**src/clkout_por_pkg.sv**
```systemverilog
`default_nettype none
package clkout_por_pkg;

    // system clock rate
    localparam int CLK_FREQ_KHZ      = 20000;
    // least hold of the internal reset after supply recovers
    localparam int POR_HOLD_NS       = 30000;
    localparam int POR_HOLD_CYCLES   =
        (POR_HOLD_NS * CLK_FREQ_KHZ + 999999) / 1000000;
    localparam int POR_CNT_W         = 10;
    // oscillator build-up time, counted in resonator edges
    localparam int OSC_BUILDUP_US    = 1000;
    localparam int OSC_FREQ_KHZ      = 8000;
    localparam int OSC_BUILDUP_EDGES =
        OSC_BUILDUP_US * OSC_FREQ_KHZ / 1000;
    localparam int OSC_CNT_W         = 16;
    // reset values
    localparam logic RST_POR_ACTIVE  = 1'b1;
    localparam logic RST_CLK_OUT     = 1'b0;

    // what the clock pin is doing
    typedef enum logic [1:0] {
        OUT_STOPPED,
        OUT_FULL,
        OUT_HALF
    } out_mode_t;

endpackage : clkout_por_pkg
`default_nettype wire

```
**src/clock_out_and_por_control.sv**
```systemverilog
`timescale 1ns/1ps
`default_nettype none
module clock_out_and_por_control
    import clkout_por_pkg::*;
#(
    parameter int OSC_EDGES = OSC_BUILDUP_EDGES
) (
    // clock and reset
    input  wire logic CLK,
    input  wire logic RST,
    // pins from outside the clock domain
    input  wire logic RESONATOR_INPUT,
    input  wire logic SUPPLY_BELOW_POR,
    // controls from on-chip logic
    input  wire logic CLOCK_PRESCALE_SELECT,
    input  wire logic POWER_DOWN,
    input  wire logic MODULATION_BUSY,
    // outputs
    output var  logic CLOCK_OUT_PIN,
    output var  logic MODULATION_ACTIVE_OUT,
    output var  logic INTERNAL_RESET,
    output var  logic OSC_READY
);

    ////////////////////////////////////////////////////////////////////
    // input synchronisers

    logic [1:0] sync_q;
    logic       osc_s;
    logic       supply_low;

    sync_2ff #(.W(2)) u_sync (
        .clk (CLK),
        .rst (RST),
        .d   ({RESONATOR_INPUT, SUPPLY_BELOW_POR}),
        .q   (sync_q)
    );

    assign osc_s      = sync_q[1];
    assign supply_low = sync_q[0];

    ////////////////////////////////////////////////////////////////////
    // resonator edge detection

    logic osc_d;
    logic osc_rise;
    logic osc_fall;

    always_ff @(posedge CLK or posedge RST) begin
        if (RST) begin
            osc_d <= 1'b0;
        end else begin
            osc_d <= osc_s;
        end
    end

    assign osc_rise = osc_s & ~osc_d;
    assign osc_fall = ~osc_s & osc_d;

    ////////////////////////////////////////////////////////////////////
    // power-on reset hold

    logic                 por;
    logic [POR_CNT_W-1:0] por_cnt;
    logic                 next_por;
    logic [POR_CNT_W-1:0] next_por_cnt;

    // reset held while supply is low, then for the hold count
    always_comb begin
        next_por     = por;
        next_por_cnt = por_cnt;
        if (supply_low) begin
            next_por     = 1'b1;
            next_por_cnt = '0;
        end else if (por) begin
            if (por_cnt == POR_CNT_W'(POR_HOLD_CYCLES - 1)) begin
                next_por = 1'b0;
            end else begin
                next_por_cnt = por_cnt + 1'b1;
            end
        end
    end

    always_ff @(posedge CLK or posedge RST) begin
        if (RST) begin
            por     <= RST_POR_ACTIVE;
            por_cnt <= '0;
        end else begin
            por     <= next_por;
            por_cnt <= next_por_cnt;
        end
    end

    assign INTERNAL_RESET = por;

    ////////////////////////////////////////////////////////////////////
    // oscillator build-up watch

    logic                 osc_ready;
    logic [OSC_CNT_W-1:0] osc_cnt;
    logic                 next_osc_ready;
    logic [OSC_CNT_W-1:0] next_osc_cnt;

    // count resonator edges after reset before declaring it stable
    always_comb begin
        next_osc_ready = osc_ready;
        next_osc_cnt   = osc_cnt;
        if (por) begin
            next_osc_ready = 1'b0;
            next_osc_cnt   = '0;
        end else if (!osc_ready && osc_rise) begin
            if (osc_cnt == OSC_CNT_W'(OSC_EDGES - 1)) begin
                next_osc_ready = 1'b1;
            end else begin
                next_osc_cnt = osc_cnt + 1'b1;
            end
        end
    end

    always_ff @(posedge CLK or posedge RST) begin
        if (RST) begin
            osc_ready <= 1'b0;
            osc_cnt   <= '0;
        end else begin
            osc_ready <= next_osc_ready;
            osc_cnt   <= next_osc_cnt;
        end
    end

    assign OSC_READY = osc_ready;

    ////////////////////////////////////////////////////////////////////
    // clock output pin

    out_mode_t mode;
    out_mode_t next_mode;
    out_mode_t want;
    out_mode_t eff;
    logic      clk_out;
    logic      next_clk_out;
    logic      boundary;

    // mode changes only at a resonator rise while the pin is low,
    // where full and half rate both go high: no phase is cut short
    always_comb begin
        next_mode    = mode;
        next_clk_out = clk_out;
        boundary     = osc_rise & ~clk_out;
        if (POWER_DOWN || !osc_ready) begin
            want = OUT_STOPPED;
        end else if (CLOCK_PRESCALE_SELECT) begin
            want = OUT_HALF;
        end else begin
            want = OUT_FULL;
        end
        eff = boundary ? want : mode;
        if (boundary) begin
            next_mode = want;
        end
        unique case (eff)
            OUT_STOPPED: next_clk_out = 1'b0;
            OUT_FULL: begin
                // follow the resonator level
                if (osc_rise) next_clk_out = 1'b1;
                if (osc_fall) next_clk_out = 1'b0;
            end
            OUT_HALF: begin
                // toggle once per resonator period
                if (osc_rise) next_clk_out = ~clk_out;
            end
            default: next_clk_out = 1'b0;
        endcase
    end

    always_ff @(posedge CLK or posedge RST) begin
        if (RST) begin
            mode    <= OUT_STOPPED;
            clk_out <= RST_CLK_OUT;
        end else begin
            mode    <= next_mode;
            clk_out <= next_clk_out;
        end
    end

    assign CLOCK_OUT_PIN = clk_out;

    ////////////////////////////////////////////////////////////////////
    // modulation activity pin

    logic mod_act;

    always_ff @(posedge CLK or posedge RST) begin
        if (RST) begin
            mod_act <= 1'b0;
        end else begin
            mod_act <= MODULATION_BUSY;
        end
    end

    assign MODULATION_ACTIVE_OUT = mod_act;

    ////////////////////////////////////////////////////////////////////
    // checks

    logic [POR_CNT_W-1:0] gap_cnt;

    // cycles since supply was last seen low, saturating
    always_ff @(posedge CLK or posedge RST) begin
        if (RST) begin
            gap_cnt <= '0;
        end else if (supply_low) begin
            gap_cnt <= '0;
        end else if (gap_cnt != '1) begin
            gap_cnt <= gap_cnt + 1'b1;
        end
    end
endmodule : clock_out_and_por_control
`default_nettype wire

```
**src/sync_2ff.sv**
```systemverilog
`timescale 1ns/1ps
`default_nettype none
module sync_2ff #(
    parameter int W = 1
) (
    // clock and reset
    input  wire logic         clk,
    input  wire logic         rst,
    // asynchronous input and its synchronised copy
    input  wire logic [W-1:0] d,
    output var  logic [W-1:0] q
);

    logic [W-1:0] stage;

    // two flops; the first is read only by the second
    always_ff @(posedge clk or posedge rst) begin
        if (rst) begin
            stage <= '0;
            q     <= '0;
        end else begin
            stage <= d;
            q     <= stage;
        end
    end

endmodule : sync_2ff
`default_nettype wire

```
**config.mk**
```make
export PLATFORM = sky130hd
export DESIGN_NAME = clock_out_and_por_control
export DESIGN_NICKNAME = d
export VERILOG_FILES = /design/src/clkout_por_pkg.sv /design/src/clock_out_and_por_control.sv /design/src/sync_2ff.sv
export SDC_FILE = /design/constraint.sdc
export NUM_CORES = 1
export LEC_CHECK = 0
export BUFFER_PORTS_ARGS = -buffer_cell sky130_fd_sc_hd__buf_2
export CAP_MARGIN = 5
export CORE_MARGIN = 4
export CORE_UTILIZATION = 45
export DETAILED_ROUTE_END_ITERATION = 16
export GPL_ROUTABILITY_DRIVEN = 0
export PLACE_DENSITY_LB_ADDON = 0.15
export SLEW_MARGIN = 5
export SYNTH_ARGS = -nofsm -noshare
export SYNTH_HDL_FRONTEND = slang
export SYNTH_SLANG_ARGS = --single-unit
```
**constraint.sdc**
```tcl
create_clock -name CLK -period 3.07 [get_ports CLK]
set_clock_uncertainty 0.2 [all_clocks]
set_input_delay 0.1535 -clock CLK [delete_from_list [all_inputs] [get_ports CLK]]
set_output_delay 0.1535 -clock CLK [all_outputs]
set_load 0.02 [all_outputs]
```
Yosys cells after proc, flatten, opt, wreduce, memory -nomap -nowiden
Cells that the tools add are included.

ROM bits: 0. Memories kept: 0. Logic and storage cells: 55. Output and inout bits: 4. Input port bits: 7. RAM bits: 0. Bits in latches: 0. Flip-flop bits (word level): 37.

Add/sub/neg operators: 2. Equality and inequality tests: 8. Bitwise logic cells: 6. Reductions and logical operators: 10. Shift-type cells: 0. Order comparisons: 0. Multiplexer cells: 19. Multipliers: 0. Divide/modulo/power cells: 0.

Operator list (count): two-way mux 16 bit (3); two-way mux 10 bit (3); adder 16 x 1 -> 16 bit, second input constant (1); == test 16 x 13 -> 1 bit, second input constant (1); adder 10 x 1 -> 10 bit, second input constant (1); == test 10 bit, second input constant (1); two-way mux 1 bit (9); AND reduction 2 bit (4); two-way mux 2 bit (3); nonzero test 2 bit (3); inequality test 2 bit, second input constant (2); AND 1 bit (3); inequality test 3 bit, second input constant (1); NOT 1 bit (3); == test 2 x 1 -> 1 bit, second input constant (1); == test 2 bit, second input constant (1); inequality test 2 x 1 -> 1 bit, second input constant (1); case mux 1 bit (2 select lines) (1); logical AND 1 bit (1); zero test 1 bit (1); logical OR 1 bit (1).

Longest topological paths before layout
Gate-level depths: netlist of the first run.

Depth after elaboration: 7. Gate-level depth with buffers: 11. Gate-level depth less buffers: 11.

Modules after synthesis
From an unflattened synthesis of the first run, not the netlist that was laid out.

Cell total of the unflattened synthesis: 183. Area total of the unflattened synthesis: 1843.0 µm².

By module, submodules not included: clock_out_and_por_control (cells each 178, seq. area each 827.0 µm², times used 1, area an instance 1739.2 µm²); sync_2ff (cells each 5, seq. area each 100.1 µm², times used 1, area an instance 103.8 µm²).

Least setup slack after synthesis of the first run
OpenSTA, ideal clock, no wires.

Path type: register to register. Start: register osc_cnt[6]. End: register osc_cnt[6]. Slack: 0.833 ns. Clock period less this slack: 2.237 ns. Path buffers: 0. Data arrival time: 1.909 ns. Stages on the path, launching flop included: 6. Cell sequence: dfrtp_1 -> or4_4 -> nor4_4 -> and2_4 -> or4_1 -> mux2_1.

Word-level cells in the longest chain between the ends: 4. Elaborated cells between the ends (all ways): 7. Those cells by class: add/sub: 1; eq/ne: 2; mux: 3; reduce/logical: 1.

RTL lines: start: declaration (RTL line clock_out_and_por_control.sv:100) `logic [OSC_CNT_W-1:0] osc_cnt;`; start signal: assignment (RTL line clock_out_and_por_control.sv:126) `osc_cnt <= next_osc_cnt;`; adder 16 x 1 -> 16 bit (RTL line clock_out_and_por_control.sv:115) `next_osc_cnt = osc_cnt + 1'b1;`; two-way mux 16 bit (RTL line clock_out_and_por_control.sv:112) `if (osc_cnt == OSC_CNT_W'(OSC_EDGES - 1)) begin`; two-way mux 16 bit (RTL line clock_out_and_por_control.sv:111) `end else if (!osc_ready && osc_rise) begin`; two-way mux 16 bit (RTL line clock_out_and_por_control.sv:108) `if (por) begin`.

Parallel ways exist; a longest one is shown, timed or not. The select of a mux whose other input is x is not followed. A chain may end at the register's enable or synchronous reset.

Final worst setup path of the first run
Ends and elaborated chain as after synthesis.

==> results of run 1 <==
-- power by group through the flow --
stage,clock (uW),combinational [uW],sequential (uW)
5_1_grt,464,44.0,502
3_3_place_gp,0,31.6,510
2_1_floorplan,0,22.1,508
4_1_cts,443,37.7,501
6_report,424,36.4,501
3_5_place_dp,0,32.7,511
-- critical path, stage by stage (launching register included) --
cell and delay, ns:
dfrtp_1 0.42, or4_4 0.57, nor4_4 0.41, and2_4 0.22
or4_1 0.11, mux2_1 0.31
-- registers in the layout (all words and copies together), names as in the netlist --
| name | flops |
|---|---|
| INTERNAL_RESET | 1 |
| u_sync.stage | 2 |
| CLOCK_OUT_PIN | 1 |
| por_cnt | 10 |
| osc_d | 1 |
| OSC_READY | 1 |
| mode | 2 |
| MODULATION_ACTIVE_OUT | 1 |
| u_sync.q | 2 |
| osc_cnt | 16 |
-- per-stage QoR --
stage          hold WS [ns]  total power, uW  cells  setup slack (ns)
2_1_floorplan       -0.0151              530    179             0.833
3_3_place_gp         0.0604              542    235             0.766
3_5_place_dp         0.0632              543    235             0.733
4_1_cts              0.0119              982    248             0.719
5_1_grt              0.0386             1010    248             0.608
6_report             0.0168              962    248             0.712
-- cell usage after synthesis, types with 3 or more instances --
library cell / number
dfrtp_1: 36
nand2b_1: 4
xor2_1: 9
nor3_1: 3
nand2_1: 14
nand3_1: 9
xnor2_1: 9
clkbuf_1: 4
and3_1: 5
inv_1: 9
nor2b_1: 5
a21oi_1: 6
nor2_1: 25
ha_1: 6
o21ai_0: 3
nand4_1: 3
-- logic make-up (layout without fill, tap and decap cells) --
kind of cell | after synthesis | count (layout)
simple gates | 81 | 81
flops | 37 | 37
compound gates | 19 | 19
xor+xnor | 18 | 18
buf+inv | 13 | 34
fa+ha+maj | 6 | 6
mux | 5 | 5
-- metal layers --
metal  share of wire  vias to the layer above  GRT usage
met5               0                        -          0
met1            0.49                      619      0.203
met4           0.019                        0     0.0626
li1                -                      646          -
met3           0.035                        9     0.0421
met2            0.46                       21      0.221
-- final cells by class --
| cell class | instances | area, um^2 |
|---|---|---|
| Timing Repair Buffer | 17 | 115 |
| Fill cell | 339 | 1680 |
| Sequential cell | 37 | 927 |
| Multi-Input combinational cell | 129 | 838 |
| Clock buffer | 7 | 86.3 |
| Tap cell | 48 | 60.1 |
| Clock inverter | 1 | 30.0 |
| Inverter | 9 | 33.8 |
-- final timing paths --
kind                                  from  cells past startpoint  slack, ns        endpoint
max                             osc_cnt[6]                      5       0.71      osc_cnt[6]
min                             POWER_DOWN                      3       0.02         mode[0]
max reg2reg                     osc_cnt[6]                      5       0.71      osc_cnt[6]
min reg2reg                u_sync.stage[1]                      0       0.15     u_sync.q[1]
max in group asynchronous              RST                      4       1.61  INTERNAL_RESET
min in group asynchronous              RST                      3       0.29      osc_cnt[5]
-- repair_timing --
action                                 CTS  global route
endpoints found under the hold margin   21             0
buffers inserted                         0             0
hold buffers                             5             0
==> run summary, run 1 <==
commonest non-fill, non-tap cell in the layout: dfrtp_1
min-delay worst type: in -> reg
Peak Freq: 0.424 GHz
DR vias/cell: 5.22
antenna violation net count after detailed routing: 0
Yosys cell types: 39
Root Driver: clkbuf_8
starting density of the core: 0.481
Synth area leader: dfrtp_1
prevailing post-synth register cell: dfrtp_1
CTS tree: done
Post-Synth Adder-Cell Area: 0.0414
Yosys reg bits: 37
Seq/Total Area, Yosys: 0.511
IO buf count: 10
multiplexer share of the synthesized area: 0.0297
commonest non-fill, non-tap cells in the layout: dfrtp_1, nor2_1, nand2_1, buf_2
post-route setup TNS: 0 ns
Clock power frac: 0.441
post-CTS sizing: 0
post-layout minimum cycle time: 2.36 ns
Cell Area, Synth: 1810 um^2
Synth Area in Simple Gates: 0.237
fin area: 2090 um^2
Initial DRT Pass Iterations: 4
part of the power in registers: 0.521
Die H: 71.5 um
Max Fanout on Critical Path: 6
Post-synth ARST share: 1.00
Arrival @ worst endpoint: 2.33 ns
CP Capture Type: flip-flop
First DRT Iteration DRCs: 51
Hold Vio Cnt, Final: 0
Worst Path Required: 3.04 ns
Rel. slew slack: 0.563
switch share: 0.195
Synth Area in XOR/XNOR: 0.0869
share of layout cells above drive strength 1: 0.140
max-slew violations: 0
post-detail-place hpwl: 2.29 mm
GRT Overall Usage: 0.149
DIE AREA: 5110 um^2
clock latency on the worst-skew pair: 0.29 ns
final period utilization: 0.768
initial antenna violation count: 0
vias in the first global route: 1303
critical path class: reg -> reg
setup violators final: 0
YS warnings: 0
Num CTS Buffers: 5
Final #Nets: 212
Core Rows: 22
Avg Cell Area, Syn: 10.1 um^2
Core ar.: 3770 um^2
Post-synth EDFFs: 0
Max Cap Violations: 0
largest net degree at the start of global routing: 26
Worst setup SP type: flip-flop
Mapped Cells: 179
placed inst area: 1920 um^2
Compound-Gate Fraction of Synth Area: 0.0676
Max rail drop VDD: 284 uV
power per cell area: 460 nW/um^2
Least-Margin Pin Slew: 0.650 ns
first-pass GRT wire length: 6.03 mm
Area Growth Syn to Fin: 15.2%
Mapped Nets: 192
n_diodes: 0
WL per Instance: 12.9 um
vias: 1295
clock-pin slew on the worst setup and hold paths: 0.07 ns
largest family of logic cells by synthesized area: simple AND/OR/NAND/NOR gates
part of the power in combinational logic: 0.038
Synth area leaders: dfrtp_1, nor2_1, xnor2_1
Synth top area share: 0.497
num ports: 11
Switch Pwr: 188 uW
H-Tree Depth: 2
worst-case clock buffer depth: 2
Clock Sinks: 37
status: finished clean
Int Pwr: 774 uW
P_leak: 0.000910 uW
die width: 71.5 um
DRC viols: 0
Layout Utilization: 0.554
unrepaired setup endpoints after global routing: no
global route overflow: 0
Routed Wire Length: 3.20 mm
(Power assumes the default switching activity.)
==> inputs of run 2 (changes only) <==
--- a/config.mk
+++ b/config.mk
@@ -5,6 +5,7 @@
 export SDC_FILE = /design/constraint.sdc
 export NUM_CORES = 1
 export LEC_CHECK = 0
+export ABC_AREA = 1
 export BUFFER_PORTS_ARGS = -buffer_cell sky130_fd_sc_hd__buf_2
 export CAP_MARGIN = 5
 export CORE_MARGIN = 4
==> constraint.sdc (replaced) <==
create_clock -name CLK -period 2 [get_ports CLK]
set_clock_uncertainty 0.2 [all_clocks]
set_input_delay 0.1 -clock CLK [delete_from_list [all_inputs] [get_ports CLK]]
set_output_delay 0.1 -clock CLK [all_outputs]
set_load 0.02 [all_outputs]
==> run 2 against run 1 <==
Against the previous run:
- fmax increased by 24%
- critical path type unchanged
- worst hold slack better by 0.034 ns
- via count is 36% higher
- largest cell class is now multi-input gates
- die area grew 13%
- routed wire length up 28%
==> run summary, run 2 <==
DIE AREA: 5770 um^2 (was 5110 um^2)
CTS tree: done (unchanged)
Hold Crit Depth: 5 (was 3)
Compound-Gate Fraction of Synth Area: 0.0614 (was 0.0676)
Hold Path Sink: mode[0] (unchanged)
family with the most delay on the worst path: flip-flops (was simple AND/OR/NAND/NOR gates)
Worst path max stage delay: 0.42 ns (was 0.57 ns)
Root Driver: clkbuf_8 (unchanged)
Rel. slew slack: 0.686 (was 0.563)
multiplexer share of the synthesized area: 0 (was 0.0297)
setup violators final: 0 (unchanged)
part of the power in registers: 0.575 (was 0.521)
post-detail-place hpwl: 2.92 mm (was 2.29 mm)
Synth area leader: dfrtp_1 (unchanged)
final period utilization: 0.951 (was 0.768)
Mapped Cells: 277 (was 179)
first-pass GRT wire length: 7.27 mm (was 6.03 mm)
status: finished clean (unchanged)
Core ar.: 4410 um^2 (was 3770 um^2)
IO buf count: 10 (unchanged)
die width: 75.9 um (was 71.5 um)
Clock power frac: 0.379 (was 0.441)
most common cell in the synthesized netlist: nand2_1 (was dfrtp_1)
commonest non-fill, non-tap cells in the layout: nand2_1, nor2_1, dfrtp_1, inv_1, nand3_1 (was dfrtp_1, nor2_1, nand2_1, buf_2)
Synth top area share: 0.434 (was 0.497)
Yosys reg bits: 37 (unchanged)
num ports: 11 (unchanged)
post-layout minimum cycle time: 1.90 ns (was 2.36 ns)
n_diodes: 0 (unchanged)
Max rail drop VDD: 248 uV (was 284 uV)
worst-case clock buffer depth: 2 (unchanged)
Die H: 75.9 um (was 71.5 um)
Post-synth top cells: nand2_1, nor2_1, dfrtp_1 (was dfrtp_1, nor2_1, nand2_1)
fill count: 433 (was 339)
Peak Freq: 0.526 GHz (was 0.424 GHz)
WP buf/inv: 3 (was 0)
Yosys cell types: 30 (was 39)
critical path cell sequence: ha_4 -> inv_4 -> nor2_4 -> nand2_1 -> inv_1 -> a22oi_2 -> inv_1 -> ha_2 -> a22oi_2 -> nand3b_1 -> o21ai_1 (was or4_4 -> nor4_4 -> and2_4 -> or4_1 -> mux2_1)
commonest non-fill, non-tap cell in the layout: nand2_1 (was dfrtp_1)
prevailing post-synth register cell: dfrtp_1 (unchanged)
min-delay worst type: in -> reg (unchanged)
Synth Area in XOR/XNOR: 0.0295 (was 0.0869)
Layout Utilization: 0.541 (was 0.554)
Post-Synth Adder-Cell Area: 0.0361 (was 0.0414)
worst r2r src: u_sync.q[1] (was osc_cnt[6])
CP Capture Type: flip-flop (unchanged)
initial antenna violation count: 0 (unchanged)
switch share: 0.233 (was 0.195)
vias in the first global route: 1657 (was 1303)
largest net degree at the start of global routing: 38 (was 26)
power per cell area: 561 nW/um^2 (was 460 nW/um^2)
reg2reg end: CLOCK_OUT_PIN (was osc_cnt[6])
Mapped Nets: 290 (was 192)
Area Growth Syn to Fin: 14.9% (was 15.2%)
Clock Sinks: 37 (unchanged)
Switch Pwr: 312 uW (was 188 uW)
Least-Margin Pin Slew: 0.471 ns (was 0.650 ns)
Core Rows: 24 (was 22)
Seq/Total Area, Yosys: 0.446 (was 0.511)
clock-pin slew on the worst setup and hold paths: 0.07 ns (about the same)
biggest regs: osc_cnt x16, por_cnt x10 (unchanged)
DRC viols: 0 (unchanged)
antenna violation net count after detailed routing: 0 (unchanged)
largest family of logic cells by synthesized area: simple AND/OR/NAND/NOR gates (unchanged)
vias: 1763 (was 1295)
YS warnings: 0 (unchanged)
Synth area leaders: dfrtp_1, nand2_1, nor2_1 (was dfrtp_1, nor2_1, xnor2_1)
GRT Overall Usage: 0.150 (was 0.149)
Arrival @ worst endpoint: 1.92 ns (was 2.33 ns)
Routed Wire Length: 4.09 mm (was 3.20 mm)
Reg2Reg Depth: 11 (was 5)
Initial DRT Pass Iterations: 4 (unchanged)
Worst setup SP type: flip-flop (unchanged)
global route overflow: 0 (unchanged)
Hold Vio Cnt, Final: 0 (unchanged)
Synth Area in Simple Gates: 0.351 (was 0.237)
part of the power in combinational logic: 0.046 (was 0.038)
reg2reg setup slack: 0.1 ns (was 0.71 ns)
Post-synth ARST share: 1.00 (unchanged)
First DRT Iteration DRCs: 141 (was 51)
post-route setup TNS: 0 ns (unchanged)
clock latency on the worst-skew pair: 0.29 ns (about the same)
critical path class: reg -> reg (unchanged)
P_leak: 0.00114 uW (was 0.000910 uW)
Top reg by flops: osc_cnt (unchanged)
Int Pwr: 1030 uW (was 774 uW)
H-Tree Depth: 2 (unchanged)
max-slew violations: 0 (unchanged)
Post-synth EDFFs: 0 (unchanged)
Cell Area, Synth: 2080 um^2 (was 1810 um^2)
DR vias/cell: 4.95 (was 5.22)
max reg flops: 16 (unchanged)
Max Cap Violations: 0 (unchanged)
Worst Path Required: 2.02 ns (was 3.04 ns)
starting density of the core: 0.471 (was 0.481)
Worst Min Path Start: POWER_DOWN (unchanged)
critical path's slowest cell: dfrtp_1 (was or4_4)
Num CTS Buffers: 5 (unchanged)
share of layout cells above drive strength 1: 0.148 (was 0.140)
WL per Instance: 11.5 um (was 12.9 um)
Max Fanout on Critical Path: 3 (was 6)
Avg Cell Area, Syn: 7.50 um^2 (was 10.1 um^2)
Final #Nets: 316 (was 212)
-- run 2: stage by stage --
stage	setup WS (ns)	instance area, um^2	total power [uW]	hold slack [ns]	instances
3_3_place_gp	0.0804	2200	831	0.00785	342
4_1_cts	0.0147	2350	1350	0.0353	355
3_5_place_dp	-0.0495	2200	832	0.0102	342
5_1_grt	-0.0364	2390	1400	0.0658	356
6_report	0.0975	2390	1340	0.0511	356
2_1_floorplan	0.160	2080	812	-0.0686	277
-- run 2: how the worst max path moves through the flow --
| stage | startpoint | end | slack [ns] | cells past startpoint |
|---|---|---|---|---|
| final | u_sync.q[1] | CLOCK_OUT_PIN | 0.1 | 11 |
| after global routing | u_sync.q[1] | CLOCK_OUT_PIN | -0.04 | 11 |
| after floorplan | osc_d | CLOCK_OUT_PIN | 0.16 | 11 |
| after global placement | osc_d | CLOCK_OUT_PIN | 0.08 | 11 |
| after detailed placement | osc_d | CLOCK_OUT_PIN | -0.05 | 11 |
| after CTS | osc_d | CLOCK_OUT_PIN | 0.01 | 12 |
-- run 2: kinds of logic after synthesis --
logic type      after synthesis
simple gates                168
flops                        37
buf+inv                      36
compound gates               23
xor+xnor                      7
fa+ha+maj                     6
-- run 2: final cells by class --
class | instances | area [um^2] | share of cell area
flip-flops and latches | 37 | 927 | 0.389
clock inverters | 2 | 10.0 | 0.00420
multi-input cells | 204 | 1030 | 0.433
well taps | 52 | 65.1 | 0.0273
inverters | 33 | 126 | 0.0530
clock buffers | 6 | 72.6 | 0.0304
repair buffers | 22 | 153 | 0.0640
-- run 2: what timing repair did --
action                     CTS  global route
gates resized for setup      4            11
setup endpoints to repair    1             3
gates cloned                 0             0
hold endpoints to repair    41             0
setup buffers                0             1
hold buffers                 5             0
pin swaps                    0             5
-- run 2: layer usage --
layer,wire [um],share of wire,global-route usage
met4,59,0.014,0.0552
met2,1870,0.46,0.232
met5,0,0,0
met3,168,0.041,0.0438
met1,2000,0.49,0.198
-- run 2: power groups by stage --
stage                     Clock [uW]  Combinational [uW]  Sequential [uW]
after floorplan                    0                30.0              782
after detailed placement           0                49.7              782
after global routing             559                70.3              770
after global placement             0                48.3              782
final                            507                61.7              769
after CTS                        522                59.1              768
-- run 2: worst min-delay path: stages --
cell and delay (ns):
buf_2 0.07, nor2_1 0.04, nand2_1 0.08, o21a_1 0.16
inv_2 0.05
==> inputs of run 3 (changes only) <==
--- a/config.mk
+++ b/config.mk
@@ -8,11 +8,13 @@
 export ABC_AREA = 1
 export BUFFER_PORTS_ARGS = -buffer_cell sky130_fd_sc_hd__buf_2
 export CAP_MARGIN = 5
+export CORE_ASPECT_RATIO = 1.2
 export CORE_MARGIN = 4
 export CORE_UTILIZATION = 45
 export DETAILED_ROUTE_END_ITERATION = 16
 export GPL_ROUTABILITY_DRIVEN = 0
 export PLACE_DENSITY_LB_ADDON = 0.15
+export SKIP_LAST_GASP = 1
 export SLEW_MARGIN = 5
 export SYNTH_ARGS = -nofsm -noshare
 export SYNTH_HDL_FRONTEND = slang
==> constraint.sdc (replaced) <==
create_clock -name CLK -period 2.4 [get_ports CLK]
set_clock_uncertainty 0.2 [all_clocks]
set_input_delay 0.12 -clock CLK [delete_from_list [all_inputs] [get_ports CLK]]
set_output_delay 0.12 -clock CLK [all_outputs]
set_load 0.02 [all_outputs]
==> run 3 against run 2 <==
Against the previous run:
- via count shrank 1.8%
- combinational power shrank 25%
- first-iteration DRC count shrank 48%
- clock power grew 11%
- cell count shrank 0.28%
- global-route usage grew 1.9 points
- worst hold slack lost 0.020 ns
- utilization shrank 0.26 points
- largest cell class unchanged
- highest routed layer unchanged
==> run summary, run 3 (synthesis results as in run 2) <==
vias: 1732 (was 1763)
antenna violation net count after detailed routing: 0 (unchanged)
Num CTS Buffers: 5 (unchanged)
Worst setup SP type: flip-flop (unchanged)
Root Driver: clkbuf_8 (unchanged)
fin cells: 355 (was 356)
clock latency on the worst-skew pair: 0.29 ns (about the same)
Max rail drop VDD: 357 uV (was 248 uV)
post-CTS sizing: 0 (was 4)
Top reg by flops: osc_cnt (unchanged)
max reg flops: 16 (unchanged)
DR vias/cell: 4.88 (was 4.95)
unrepaired setup endpoints after global routing: no
post-detail-place hpwl: 3.01 mm (was 2.92 mm)
starting density of the core: 0.476 (was 0.471)
Rel. slew slack: 0.654 (was 0.686)
Hold Vio Cnt, Final: 0 (unchanged)
GRT Overall Usage: 0.169 (was 0.150)
first-pass GRT wire length: 7.82 mm (was 7.27 mm)
Die H: 82.4 um (was 75.9 um)
clock-pin slew on the worst setup and hold paths: 0.07 ns (about the same)
critical path class: reg -> reg (unchanged)
Core Rows: 26 (was 24)
WL per Instance: 11.5 um (about the same)
setup violators final: 0 (unchanged)
Initial DRT Pass Iterations: 6 (was 4)
First DRT Iteration DRCs: 73 (was 141)
worst-case clock buffer depth: 2 (unchanged)
die width: 70.0 um (was 75.9 um)
IO buf count: 10 (unchanged)
Least-Margin Pin Slew: 0.519 ns (was 0.471 ns)
share of layout cells above drive strength 1: 0.104 (was 0.148)
min-delay worst type: in -> reg (unchanged)
DIE AREA: 5770 um^2 (about the same)
max-slew violations: 0 (unchanged)
DRC viols: 0 (unchanged)
post-layout minimum cycle time: 2.03 ns (was 1.90 ns)
hold_ws: 0.0314 ns (was 0.0511 ns)
Final #Nets: 311 (was 316)
CP Capture Type: flip-flop (unchanged)
fill count: 435 (was 433)
largest net degree at the start of global routing: 38 (unchanged)
n_diodes: 0 (unchanged)
final period utilization: 0.844 (was 0.951)
post-CTS setup buffers: 0 (unchanged)
Core ar.: 4360 um^2 (was 4410 um^2)
CTS tree: done (unchanged)
Max Cap Violations: 0 (unchanged)
Peak Freq: 0.494 GHz (was 0.526 GHz)
Max Fanout on Critical Path: 3 (unchanged)
P_leak: 0.00113 uW (was 0.00114 uW)
commonest non-fill, non-tap cell in the layout: nand2_1 (unchanged)
Post-CTS Hold Buffers: 5 (unchanged)
initial antenna violation count: 0 (unchanged)
post-route setup TNS: 0 ns (unchanged)
Worst Path Required: 2.42 ns (was 2.02 ns)
Placed Cells: 342 (unchanged)
Routed Wire Length: 4.08 mm (was 4.09 mm)
num ports: 11 (unchanged)
Arrival @ worst endpoint: 2.04 ns (was 1.92 ns)
power per cell area: 533 nW/um^2 (was 561 nW/um^2)
biggest regs: osc_cnt x16, por_cnt x10 (unchanged)
Area Growth Syn to Fin: 12.9% (was 14.9%)
commonest non-fill, non-tap cells in the layout: nand2_1, nor2_1, dfrtp_1, inv_1, nand3_1 (unchanged)
global route overflow: 0 (unchanged)
vias in the first global route: 1869 (was 1657)
status: finished clean (unchanged)
Clock Sinks: 37 (unchanged)
H-Tree Depth: 2 (unchanged)
## run 3: cell types whose count changed in the layout (fill, tap and decap cells not counted), sizes merged
cell and delta:
clkbuf +1, bufinv +1, clkinv -2, buf -5
## run 3: final timing paths
path	slack [ns]	depth (start not counted)	to	from
max in group asynchronous	1.37	4	INTERNAL_RESET	RST
max	0.37	11	CLOCK_OUT_PIN	osc_d
min in group asynchronous	0.29	4	u_sync.q[1]	RST
min	0.03	5	mode[0]	POWER_DOWN
max reg2reg	0.37	11	CLOCK_OUT_PIN	osc_d
min reg2reg	0.15	0	u_sync.q[0]	u_sync.stage[0]
## run 3: layer usage
metal / vias up / track usage / part of all wire
met3: 9 / 0.0363 / 0.029
met1: 793 / 0.184 / 0.45
met4: 0 / 0.0881 / 0.019
met5: - / 0 / 0
met2: 21 / 0.313 / 0.50
li1: 909 / - / -
## run 3: cell type report
cell class	count	area (um^2)	share of cell area
multi-input cells	204	992	0.423
flip-flops and latches	37	927	0.395
inverters	33	124	0.0528
repair buffers	17	115	0.0491
clock buffers	7	86.3	0.0368
well taps	56	70.1	0.0299
clock inverters	1	30.0	0.0128
## run 3: critical path, cell delays in order (launching register included)
cell and delay (ns):
dfrtp_1 0.39, inv_1 0.06, ha_1 0.15, inv_1 0.06, nor2_1 0.13, inv_1 0.07
a22oi_1 0.24, inv_1 0.10, ha_1 0.22, a22oi_1 0.17, nand3b_1 0.09, o21ai_0 0.07
## run 3: power by group
part	switching (uW)	total [uW]	internal (uW)
logic	28.2	46.3	18.0
clock network	224	563	339
registers	7.59	640	632
total	259	1250	989
## run 3: through the flow
stage / worst slack (ns) / utilization / total power [uW] / area [um^2]
floorplan: 0.560 / - / 676 / 2080
global placement: 0.472 / 0.500 / 693 / 2180
detailed placement: 0.377 / 0.500 / 694 / 2180
CTS: 0.363 / 0.538 / 1260 / 2340
global route: 0.141 / 0.538 / 1300 / 2340
finish: 0.375 / 0.538 / 1250 / 2340
